**src/i2c_spike_pkg.sv**
```systemverilog
`default_nettype none
package i2c_spike_pkg;
    // bus shape
    localparam int unsigned ADDR_W = 8;
    localparam int unsigned DATA_W = 32;
    localparam int unsigned STRB_W = 4;
    // register byte offsets
    localparam logic [ADDR_W-1:0] OFF_ENABLE_STATUS = 8'h9c;
    localparam logic [ADDR_W-1:0] OFF_SPIKE_LEN     = 8'ha0;
    localparam logic [ADDR_W-1:0] OFF_RESTART_CLR   = 8'ha8;
    localparam logic [ADDR_W-1:0] OFF_IRQ_STATUS    = 8'hb0;
    localparam logic [ADDR_W-1:0] OFF_IRQ_CLEAR     = 8'hb4;
    localparam logic [ADDR_W-1:0] OFF_IRQ_ENABLE    = 8'hb8;
    localparam logic [ADDR_W-1:0] OFF_COMP_PARAMS   = 8'hf4;
    localparam logic [ADDR_W-1:0] OFF_COMP_VERSION  = 8'hf8;
    localparam logic [ADDR_W-1:0] OFF_COMP_TYPE     = 8'hfc;
    // spike length field
    localparam int unsigned SPIKE_LEN_W = 8;
    localparam logic [SPIKE_LEN_W-1:0] SPIKE_LEN_RESET = 8'h07;
    localparam logic [SPIKE_LEN_W-1:0] SPIKE_LEN_MIN   = 8'h01;
    // field positions
    localparam int unsigned ENABLE_STATUS_BIT = 0;
    localparam int unsigned RESTART_CLR_BIT   = 0;
    localparam int unsigned RAW_RESTART_BIT   = 12;
    localparam int unsigned SPIKE_STRB_LANE   = 0;
    // interrupt sources
    localparam int unsigned IRQ_NUM       = 3;
    localparam int unsigned IRQ_RESTART   = 0;
    localparam int unsigned IRQ_SCL_SPIKE = 1;
    localparam int unsigned IRQ_SDA_SPIKE = 2;
    // constant contents
    localparam logic [DATA_W-1:0] COMP_PARAMS_VALUE = 32'h0000_0000;
    localparam logic [DATA_W-1:0] READ_ZERO         = 32'h0000_0000;
    localparam logic              PIN_IDLE          = 1'b1;
endpackage
`default_nettype wire

```
**src/sticky_irq.sv**
```systemverilog
`default_nettype none
module sticky_irq #(
    parameter int unsigned N = 3
) (
    input  wire logic         clk,
    input  wire logic         nrst,
    input  wire logic [N-1:0] event_pulse,
    input  wire logic [N-1:0] clear_mask,
    input  wire logic [N-1:0] enable_mask,
    output logic      [N-1:0] status,
    output logic              irq
);
    typedef struct packed {
        logic [N-1:0] status;
    } irq_state_t;

    irq_state_t st_reg;
    irq_state_t st_next;

    // sticky bits, a new event beats a clear in the same cycle
    always_comb begin
        st_next        = st_reg;
        st_next.status = (st_reg.status & ~clear_mask) | event_pulse;
    end

    always_ff @(posedge clk or negedge nrst) begin
        if (!nrst) begin
            st_reg <= '0;
        end else begin
            st_reg <= st_next;
        end
    end

    assign status = st_reg.status;
    assign irq    = |(st_reg.status & enable_mask); // level, from flops

    a_irq_set_wins: assert property (@(posedge clk) disable iff (!nrst)
        |event_pulse |=> |(status & $past(event_pulse)))
        else $error("irq event lost against clear");
endmodule
`default_nettype wire

```
**src/spike_glitch_filter.sv**
```systemverilog
`default_nettype none
module spike_glitch_filter #(
    parameter int unsigned LEN_W = 8
) (
    input  wire logic             clk,
    input  wire logic             nrst,
    input  wire logic             pin_in,
    input  wire logic [LEN_W-1:0] limit,
    output logic                  level,
    output logic                  spike
);
    import i2c_spike_pkg::*;

    typedef struct packed {
        logic             sync1;
        logic             sync2;
        logic             level;
        logic [LEN_W-1:0] cnt;
        logic             spike;
    } filt_state_t;

    filt_state_t st_reg;
    filt_state_t st_next;

    // two-flop sync, then count cycles the new level has held
    always_comb begin
        st_next       = st_reg;
        st_next.sync1 = pin_in;
        st_next.sync2 = st_reg.sync1;
        st_next.spike = 1'b0;
        if (st_reg.sync2 == st_reg.level) begin
            st_next.cnt   = '0;
            st_next.spike = (st_reg.cnt != '0); // short pulse discarded
        end else if (st_reg.cnt >= limit) begin
            st_next.level = st_reg.sync2; // held longer than limit
            st_next.cnt   = '0;
        end else begin
            st_next.cnt = st_reg.cnt + 1'b1;
        end
    end

    always_ff @(posedge clk or negedge nrst) begin
        if (!nrst) begin
            st_reg       <= '0;
            st_reg.sync1 <= PIN_IDLE;
            st_reg.sync2 <= PIN_IDLE;
            st_reg.level <= PIN_IDLE;
        end else begin
            st_reg <= st_next;
        end
    end

    assign level = st_reg.level;
    assign spike = st_reg.spike;

    a_filter_hold_short: assert property (@(posedge clk) disable iff (!nrst)
        (st_reg.sync2 != st_reg.level && st_reg.cnt < limit) |=> $stable(level))
        else $error("filter passed a pulse too short");
    a_filter_pass_long: assert property (@(posedge clk) disable iff (!nrst)
        (st_reg.sync2 != st_reg.level && st_reg.cnt >= limit) |=> level == $past(st_reg.sync2))
        else $error("filter failed to pass a stable level");
endmodule
`default_nettype wire

```
**src/i2c_spike_regs.sv**
```systemverilog
`default_nettype none
// What this block does
// 8-bit spike length, resets to seven
// spike length writable only while disabled
// written value below one stores one
// software sets spike length before transfers
// reading restart clear drops flag, returns it
// component parameters read as zero
// constant 32-bit component version
// constant component type, two letters, number
// enable status mirrors internal enable output
// level passes only after exceeding spike length
// reserved bits read zero, ignore writes
module i2c_spike_regs #(
    // arbitrary identity values, not any real part
    parameter logic [31:0] COMP_VERSION_VALUE = 32'h0000_0100,
    parameter logic [31:0] COMP_TYPE_VALUE    = 32'h5158_0001
) (
    input  wire logic                              clk,
    input  wire logic                              nrst,
    input  wire logic [i2c_spike_pkg::ADDR_W-1:0]  paddr,
    input  wire logic                              psel,
    input  wire logic                              penable,
    input  wire logic                              pwrite,
    input  wire logic [i2c_spike_pkg::DATA_W-1:0]  pwdata,
    input  wire logic [i2c_spike_pkg::STRB_W-1:0]  pstrb,
    output logic      [i2c_spike_pkg::DATA_W-1:0]  prdata,
    output logic                                   pready,
    output logic                                   pslverr,
    input  wire logic                              controller_enable,
    input  wire logic                              internal_enable_output,
    input  wire logic                              restart_event,
    input  wire logic                              scl_pin,
    input  wire logic                              sda_pin,
    output logic                                   scl_filtered,
    output logic                                   sda_filtered,
    output logic                                   restart_detected_flag,
    output logic      [i2c_spike_pkg::DATA_W-1:0]  raw_restart_status,
    output logic                                   irq
);
    import i2c_spike_pkg::*;

    ////////////////////////////////////////////////////////////////////////
    // state

    typedef struct packed {
        logic [SPIKE_LEN_W-1:0] spike_len;
        logic [DATA_W-1:0]      rdata;
        logic                   slverr;
        logic                   restart_flag;
        logic [IRQ_NUM-1:0]     irq_enable;
    } regs_state_t;

    regs_state_t st_reg;
    regs_state_t st_next;

    logic               setup_phase;
    logic               access_phase;
    logic               wr_done;
    logic               rd_done;
    logic               spike_wr;
    logic [IRQ_NUM-1:0] irq_events;
    logic [IRQ_NUM-1:0] irq_clear;
    logic [IRQ_NUM-1:0] irq_status;
    logic               scl_spike;
    logic               sda_spike;
    logic [DATA_W-1:0]  rd_word;

    ////////////////////////////////////////////////////////////////////////
    // address decode

    // true for every offset this block answers
    function automatic logic is_mapped(input logic [ADDR_W-1:0] addr);
        logic hit;
        hit = 1'b0;
        unique case (addr)
            OFF_ENABLE_STATUS,
            OFF_SPIKE_LEN,
            OFF_RESTART_CLR,
            OFF_IRQ_STATUS,
            OFF_IRQ_CLEAR,
            OFF_IRQ_ENABLE,
            OFF_COMP_PARAMS,
            OFF_COMP_VERSION,
            OFF_COMP_TYPE: hit = 1'b1;
            default:       hit = 1'b0;
        endcase
        return hit;
    endfunction

    // clamp a written length to the legal minimum
    function automatic logic [SPIKE_LEN_W-1:0] clamp_len(input logic [SPIKE_LEN_W-1:0] v);
        return (v < SPIKE_LEN_MIN) ? SPIKE_LEN_MIN : v;
    endfunction

    ////////////////////////////////////////////////////////////////////////
    // apb phases

    // zero wait states, data is captured in the setup cycle
    assign setup_phase  = psel & ~penable;
    assign access_phase = psel & penable;
    assign pready       = access_phase;
    assign wr_done      = access_phase & pwrite;
    assign rd_done      = access_phase & ~pwrite;
    assign spike_wr     = wr_done & (paddr == OFF_SPIKE_LEN) & pstrb[SPIKE_STRB_LANE];

    ////////////////////////////////////////////////////////////////////////
    // read mux, reserved bits stay zero

    always_comb begin
        rd_word = READ_ZERO;
        unique case (paddr)
            OFF_ENABLE_STATUS: rd_word[ENABLE_STATUS_BIT] = internal_enable_output;
            OFF_SPIKE_LEN:     rd_word[SPIKE_LEN_W-1:0] = st_reg.spike_len;
            OFF_RESTART_CLR:   rd_word[RESTART_CLR_BIT] = st_reg.restart_flag;
            OFF_IRQ_STATUS:    rd_word[IRQ_NUM-1:0] = irq_status;
            OFF_IRQ_ENABLE:    rd_word[IRQ_NUM-1:0] = st_reg.irq_enable;
            OFF_COMP_PARAMS:   rd_word = COMP_PARAMS_VALUE;
            OFF_COMP_VERSION:  rd_word = COMP_VERSION_VALUE;
            OFF_COMP_TYPE:     rd_word = COMP_TYPE_VALUE;
            default:           rd_word = READ_ZERO;
        endcase
    end

    ////////////////////////////////////////////////////////////////////////
    // next state

    always_comb begin
        st_next = st_reg;
        // capture answer at setup, held through access
        if (setup_phase) begin
            st_next.slverr = ~is_mapped(paddr);
            st_next.rdata  = pwrite ? READ_ZERO : rd_word;
        end
        // spike length, locked while enabled, clamped to one
        if (spike_wr && !controller_enable) begin
            st_next.spike_len = clamp_len(pwdata[SPIKE_LEN_W-1:0]);
        end
        // interrupt enable, low lane only
        if (wr_done && paddr == OFF_IRQ_ENABLE && pstrb[0]) begin
            st_next.irq_enable = pwdata[IRQ_NUM-1:0];
        end
        // restart flag: a read clears only the value it returned, new event wins
        if (rd_done && paddr == OFF_RESTART_CLR && st_reg.rdata[RESTART_CLR_BIT]) begin
            st_next.restart_flag = 1'b0;
        end
        if (restart_event) begin
            st_next.restart_flag = 1'b1;
        end
    end

    // registers
    always_ff @(posedge clk or negedge nrst) begin
        if (!nrst) begin
            st_reg           <= '0;
            st_reg.spike_len <= SPIKE_LEN_RESET;
        end else begin
            st_reg <= st_next;
        end
    end

    ////////////////////////////////////////////////////////////////////////
    // outputs

    assign prdata                = st_reg.rdata;
    assign pslverr               = access_phase & st_reg.slverr;
    assign restart_detected_flag = st_reg.restart_flag;

    // flag placed at its raw status position
    always_comb begin
        raw_restart_status                  = READ_ZERO;
        raw_restart_status[RAW_RESTART_BIT] = st_reg.restart_flag;
    end

    ////////////////////////////////////////////////////////////////////////
    // spike filters on both lines

    spike_glitch_filter #(
        .LEN_W (SPIKE_LEN_W)
    ) u_scl_filter (
        .clk    (clk),
        .nrst   (nrst),
        .pin_in (scl_pin),
        .limit  (st_reg.spike_len),
        .level  (scl_filtered),
        .spike  (scl_spike)
    );

    spike_glitch_filter #(
        .LEN_W (SPIKE_LEN_W)
    ) u_sda_filter (
        .clk    (clk),
        .nrst   (nrst),
        .pin_in (sda_pin),
        .limit  (st_reg.spike_len),
        .level  (sda_filtered),
        .spike  (sda_spike)
    );

    ////////////////////////////////////////////////////////////////////////
    // interrupts

    // events feeding the sticky status
    always_comb begin
        irq_events                = '0;
        irq_events[IRQ_RESTART]   = restart_event;
        irq_events[IRQ_SCL_SPIKE] = scl_spike;
        irq_events[IRQ_SDA_SPIKE] = sda_spike;
    end

    // write-one-to-clear strobe
    always_comb begin
        irq_clear = '0;
        if (wr_done && paddr == OFF_IRQ_CLEAR && pstrb[0]) begin
            irq_clear = pwdata[IRQ_NUM-1:0];
        end
    end

    sticky_irq #(
        .N (IRQ_NUM)
    ) u_irq (
        .clk         (clk),
        .nrst        (nrst),
        .event_pulse (irq_events),
        .clear_mask  (irq_clear),
        .enable_mask (st_reg.irq_enable),
        .status      (irq_status),
        .irq         (irq)
    );

    ////////////////////////////////////////////////////////////////////////
    // checks

    a_spike_reset_val: assert property (@(posedge clk) disable iff (!nrst)
        $rose(nrst) |-> st_reg.spike_len == SPIKE_LEN_RESET)
        else $error("spike length not seven after reset");

    a_spike_write_lock: assert property (@(posedge clk) disable iff (!nrst)
        (spike_wr && controller_enable) |=> $stable(st_reg.spike_len))
        else $error("spike length changed while enabled");

    a_spike_write_take: assert property (@(posedge clk) disable iff (!nrst)
        (spike_wr && !controller_enable && pwdata[SPIKE_LEN_W-1:0] != '0)
        |=> st_reg.spike_len == $past(pwdata[SPIKE_LEN_W-1:0]))
        else $error("spike length write not applied");

    a_spike_clamp_one: assert property (@(posedge clk) disable iff (!nrst)
        (spike_wr && !controller_enable && pwdata[SPIKE_LEN_W-1:0] == '0)
        |=> st_reg.spike_len == SPIKE_LEN_MIN)
        else $error("zero length not clamped to one");

    a_spike_never_zero: assert property (@(posedge clk) disable iff (!nrst)
        st_reg.spike_len != '0)
        else $error("spike length held zero");

    a_restart_rd_clear: assert property (@(posedge clk) disable iff (!nrst)
        (rd_done && paddr == OFF_RESTART_CLR && prdata[RESTART_CLR_BIT] && !restart_event)
        |=> !restart_detected_flag)
        else $error("restart flag survived clearing read");

    a_restart_rd_data: assert property (@(posedge clk) disable iff (!nrst)
        (rd_done && paddr == OFF_RESTART_CLR)
        |-> prdata == {{(DATA_W-1){1'b0}}, $past(st_reg.restart_flag)})
        else $error("restart clear read returned wrong data");

    a_restart_set_wins: assert property (@(posedge clk) disable iff (!nrst)
        restart_event |=> restart_detected_flag)
        else $error("restart event lost");

    a_params_read_zero: assert property (@(posedge clk) disable iff (!nrst)
        (rd_done && paddr == OFF_COMP_PARAMS) |-> prdata == READ_ZERO)
        else $error("component parameters not zero");

    a_version_read: assert property (@(posedge clk) disable iff (!nrst)
        (rd_done && paddr == OFF_COMP_VERSION) |-> prdata == COMP_VERSION_VALUE)
        else $error("component version wrong");

    a_type_read: assert property (@(posedge clk) disable iff (!nrst)
        (rd_done && paddr == OFF_COMP_TYPE) |-> prdata == COMP_TYPE_VALUE)
        else $error("component type wrong");

    a_enable_mirror: assert property (@(posedge clk) disable iff (!nrst)
        (rd_done && paddr == OFF_ENABLE_STATUS)
        |-> prdata == {{(DATA_W-1){1'b0}}, $past(internal_enable_output)})
        else $error("enable status not mirrored");

    a_spike_reserved: assert property (@(posedge clk) disable iff (!nrst)
        (rd_done && paddr == OFF_SPIKE_LEN) |-> prdata[DATA_W-1:SPIKE_LEN_W] == '0)
        else $error("reserved spike bits not zero");

    a_unmapped_error: assert property (@(posedge clk) disable iff (!nrst)
        (access_phase && $past(setup_phase) && !is_mapped(paddr)) |-> pslverr)
        else $error("unmapped access not flagged");

    // bus answer and register hold
    a_rdata_hold: assert property (@(posedge clk) disable iff (!nrst)
        !setup_phase |=> $stable(prdata))
        else $error("read data moved outside setup");

    a_mapped_no_error: assert property (@(posedge clk) disable iff (!nrst)
        (access_phase && $past(setup_phase) && is_mapped(paddr)) |-> !pslverr)
        else $error("mapped access flagged");

    a_write_reads_zero: assert property (@(posedge clk) disable iff (!nrst)
        wr_done |-> prdata == READ_ZERO)
        else $error("write answered with data");

    a_spike_only_write: assert property (@(posedge clk) disable iff (!nrst)
        !spike_wr |=> $stable(st_reg.spike_len))
        else $error("spike length moved without write");

    a_spike_read_back: assert property (@(posedge clk) disable iff (!nrst)
        (rd_done && paddr == OFF_SPIKE_LEN) |-> prdata[SPIKE_LEN_W-1:0] == $past(st_reg.spike_len))
        else $error("spike length read wrong");

    a_irq_enable_take: assert property (@(posedge clk) disable iff (!nrst)
        (wr_done && paddr == OFF_IRQ_ENABLE && pstrb[0])
        |=> st_reg.irq_enable == $past(pwdata[IRQ_NUM-1:0]))
        else $error("irq enable write lost");

    a_irq_clear_done: assert property (@(posedge clk) disable iff (!nrst)
        (irq_clear[IRQ_RESTART] && !restart_event) |=> !irq_status[IRQ_RESTART])
        else $error("restart irq not cleared");

    a_clear_reads_zero: assert property (@(posedge clk) disable iff (!nrst)
        (rd_done && paddr == OFF_IRQ_CLEAR) |-> prdata == READ_ZERO)
        else $error("irq clear read not zero");

    a_status_reserved: assert property (@(posedge clk) disable iff (!nrst)
        (rd_done && paddr == OFF_IRQ_STATUS) |-> prdata[DATA_W-1:IRQ_NUM] == '0)
        else $error("reserved status bits set");

    // restart flag corners
    a_restart_no_loss: assert property (@(posedge clk) disable iff (!nrst)
        (rd_done && paddr == OFF_RESTART_CLR && !prdata[RESTART_CLR_BIT])
        |=> (!$past(restart_detected_flag) || restart_detected_flag))
        else $error("unreported restart flag cleared");
endmodule
`default_nettype wire

```
**config.mk**
```make
export PLATFORM = sky130hd
export DESIGN_NAME = i2c_spike_regs
export DESIGN_NICKNAME = d
export VERILOG_FILES = /design/src/i2c_spike_pkg.sv /design/src/sticky_irq.sv /design/src/spike_glitch_filter.sv /design/src/i2c_spike_regs.sv
export SDC_FILE = /design/constraint.sdc
export NUM_CORES = 1
export LEC_CHECK = 0
export CAP_MARGIN = 30
export CELL_PAD_IN_SITES_DETAIL_PLACEMENT = 1
export CELL_PAD_IN_SITES_GLOBAL_PLACEMENT = 2
export CORE_MARGIN = 1
export CORE_UTILIZATION = 40
export DETAILED_ROUTE_END_ITERATION = 8
export DONT_BUFFER_PORTS = 1
export PLACE_DENSITY_LB_ADDON = 0.1
export SLEW_MARGIN = 20
export SYNTH_ARGS = -nofsm -noshare
export SYNTH_HDL_FRONTEND = slang
export SYNTH_SLANG_ARGS = --single-unit
```
**constraint.sdc**
```tcl
create_clock -name clk -period 5.8 [get_ports clk]
set_input_delay 1.16 -clock clk [delete_from_list [all_inputs] [get_ports clk]]
set_output_delay 1.16 -clock clk [all_outputs]
set_load 0.02 [all_outputs]
```
==> results.tsv <==
metric	value	unit
grt_pass1_wl	11200	um
fin_crit_sh	0.445	
reg2reg_depth	7	
io_buffer_count	0	
path_cells	and3_1	
ant_nets	0	
maxCapViolations	0	
cts_resized	0	
drt_wl_total	6830	um
routedWlPerCell	16.1	um
synthMuxAreaShare	0.0199	
synth-main-ff-cell	dfrtp_1	
synth_xor_area_frac	0.0375	
seq_area_frac_synth	0.386	
synth-edff-count	0	
synthTopCellsByArea	dfrtp_1, buf_4, ha_1	
use_met2	0.275	
largest_reg_flops	12	
htreeDepth	2	
dpl.hpwl	5360	um
p_seq_frac	0.557	
cts.sinks	50	
yosysWarnings	0	
p_leak	1.53	nW
switchingPower	0.193	mW
overflow	0	
slew_violations	0	
p_int	0.465	mW
hold_path_class	reg2reg	
initial_core_util	0.419	
numCtsBuffers	5	
fin_tns_setup	0	ns
slew_headroom	0.519	
tightest_slew	0.717	ns
holdBufCountCts	0	
cts_tree	built	
die_y	92.4	um
hold_viol	0	
layoutNonFillerInstCount	424	
worstPathMaxFanout	5	
pwr-share-comb	0.097	
grt_start_max_net_pins	51	
cts_root_buf	clkbuf_8	
gp_congestion	0.751	
crit_arrival	1.42	ns
placed_cells	416	
r2r_slack	3.68	ns
period_needed	2.58	ns
io_pins	124	
crit_type	in2out	
dieArea	8540	sq um
syn_inst	334	
fillers	882	
switching_share	0.293	
grt_use_met3	0.0386	
core	7810	sq um
top_usage_layer	met2	
synth_cell_types	51	
synthAdderAreaFrac	0.0765	
first_iter_violations	76	
clkTransAtPathRegs	0.10	ns
ys_ff_latch	50	
viasPerCell	5.17	
rows	32	
fin_nets	395	
worstSetupEndpointType	output pin	
multi_input_area	1600	sq um
critPathTopFamily	simple AND/OR/NAND/NOR gates	
yosys.area_share.simple	0.197	
r2r_end	u_scl_filter.st_reg[2]	
vias	2191	
startpoint	psel	
diodes	0	
clk_latency	0.32	ns
post_cts_buffers	0	
rsz0062_at_grt	no	
fmax	388	MHz
synth_top_area_frac	0.314	
hp-start	u_scl_filter.st_next[10]	
cts.path.max_buffers	2	
syn_avg_cell_area	9.79	sq um
grt_antenna_before_repair	0	
seq_area	1260	sq um
gr-usage-met1	0.226	
drtPass1Iterations	4	
r2r_start	st_reg[38]	
irDropWorstVdd	89.5	uV
yosysMostFrequentCell	buf_4	
required	4.64	ns
synth_compound_area_frac	0.102	
syn_area	3270	sq um
path_buf_inv	0	
power_density	206	nW/um^2
cp_slowest_cell	and3_1	
cp-start-kind	primary input	
synth-async-reset-ratio	1.00	
clkPwrFrac	0.346	
post-synth-top-area-cell	dfrtp_1	
status	finished clean	
die_w	92.4	um
cp_slowest_stage_delay	0.26	ns
drive_gt1_frac	0.0963	
gr-usage-all-layers	0.168	
grt_pass1_vias	2128	
ys_top_cells_by_count	buf_4, dfrtp_1, ha_1, nand2_1, nor3_1	
synth_top_family_by_area	simple AND/OR/NAND/NOR gates	
hold_depth	0	
finalSetupViolations	0	
syn2layout_area_growth	-2.37	%
post-route-drc-count	0	
whs	0.361	ns
finClkSkew	0.0118	ns
worstHoldEndpoint	u_scl_filter.st_reg[10]	
p_total	0.658	mW
cells by family after synthesis:
kind of cell,Yosys count
other,1
XOR/XNOR,14
flip-flops,50
adder cells (fa/ha/maj),20
AO/OA/AOI/OAI,48
multiplexers,6
buffers and inverters,89
AND/OR/NAND/NOR,106
layout make-up:
class                           count  share of cell area
Multi-Input combinational cell    242               0.500
Sequential cell                    50               0.396
Tap cell                          102              0.0400
Clock buffer                        5              0.0216
Inverter                           18              0.0212
Timing Repair Buffer                4              0.0129
Clock inverter                      3             0.00902
placed cells by master (no fill, tap or decap), drive strengths merged, types with 2 or more instances in the layout:
cell,netlist,final
a2111oi,3,3
a211oi,2,2
a21boi,2,2
a21o,3,3
a21oi,10,10
a22o,5,5
a311oi,3,3
and2,3,3
and3,7,7
and4,2,2
and4bb,2,2
buf,68,4
clkbuf,3,5
conb,1,48
dfrtp,41,41
dfstp,9,9
ha,20,20
inv,18,20
mux2,4,4
mux2i,2,2
nand2,20,20
nand2b,4,4
nand3,17,17
nand4,2,2
nand4b,2,2
nor2,4,4
nor3,20,20
nor3b,4,4
nor4,5,5
nor4b,2,2
o2111ai,2,2
o211ai,2,2
o21ai,9,9
o31ai,3,3
or3,7,7
or4,2,2
xnor2,2,2
xor2,12,12
metal layers:
metal,part of all wire,wire length [um]
met1,0.47,3180
met4,0.0092,63
met3,0.055,376
met2,0.47,3210
met5,0,0
through the flow:
stage               area [sq um]   util  setup slack (ns)
finish                      3190  0.409              3.22
global route                3190  0.409              3.21
CTS                         3190  0.409              3.22
detailed placement          3090  0.396              3.18
global placement            3050  0.391              3.22
floorplan                   3450      -              3.23
worst register-to-register path, delay by kind of cell (launching register included):
family | cells | cell delay (ns)
DFF | 1 | 0.55
buffers and inverters | 2 | 0.28
adders and majority gates | 1 | 0.22
and+or+nand+nor | 2 | 0.71
AOI/OAI and AO/OA | 2 | 0.30
worst max-delay path by stage:
stage,end,slack (ns),depth (start not counted)
finish,pslverr,3.22,1
global route,irq,3.21,2
CTS,pslverr,3.22,1
detailed placement,st_reg[42],3.18,3
global placement,st_reg[44],3.22,3
floorplan,pslverr,3.23,1
power by group through the flow:
stage	combinational [mW]	clock [mW]	sequential, mW
floorplan	0.0866	0	0.370
global placement	0.0626	0	0.373
detailed placement	0.0639	0	0.373
CTS	0.0639	0.238	0.367
global route	0.0714	0.249	0.368
finish	0.0638	0.228	0.367
Note: power is estimated with default switching activity, not from simulation.
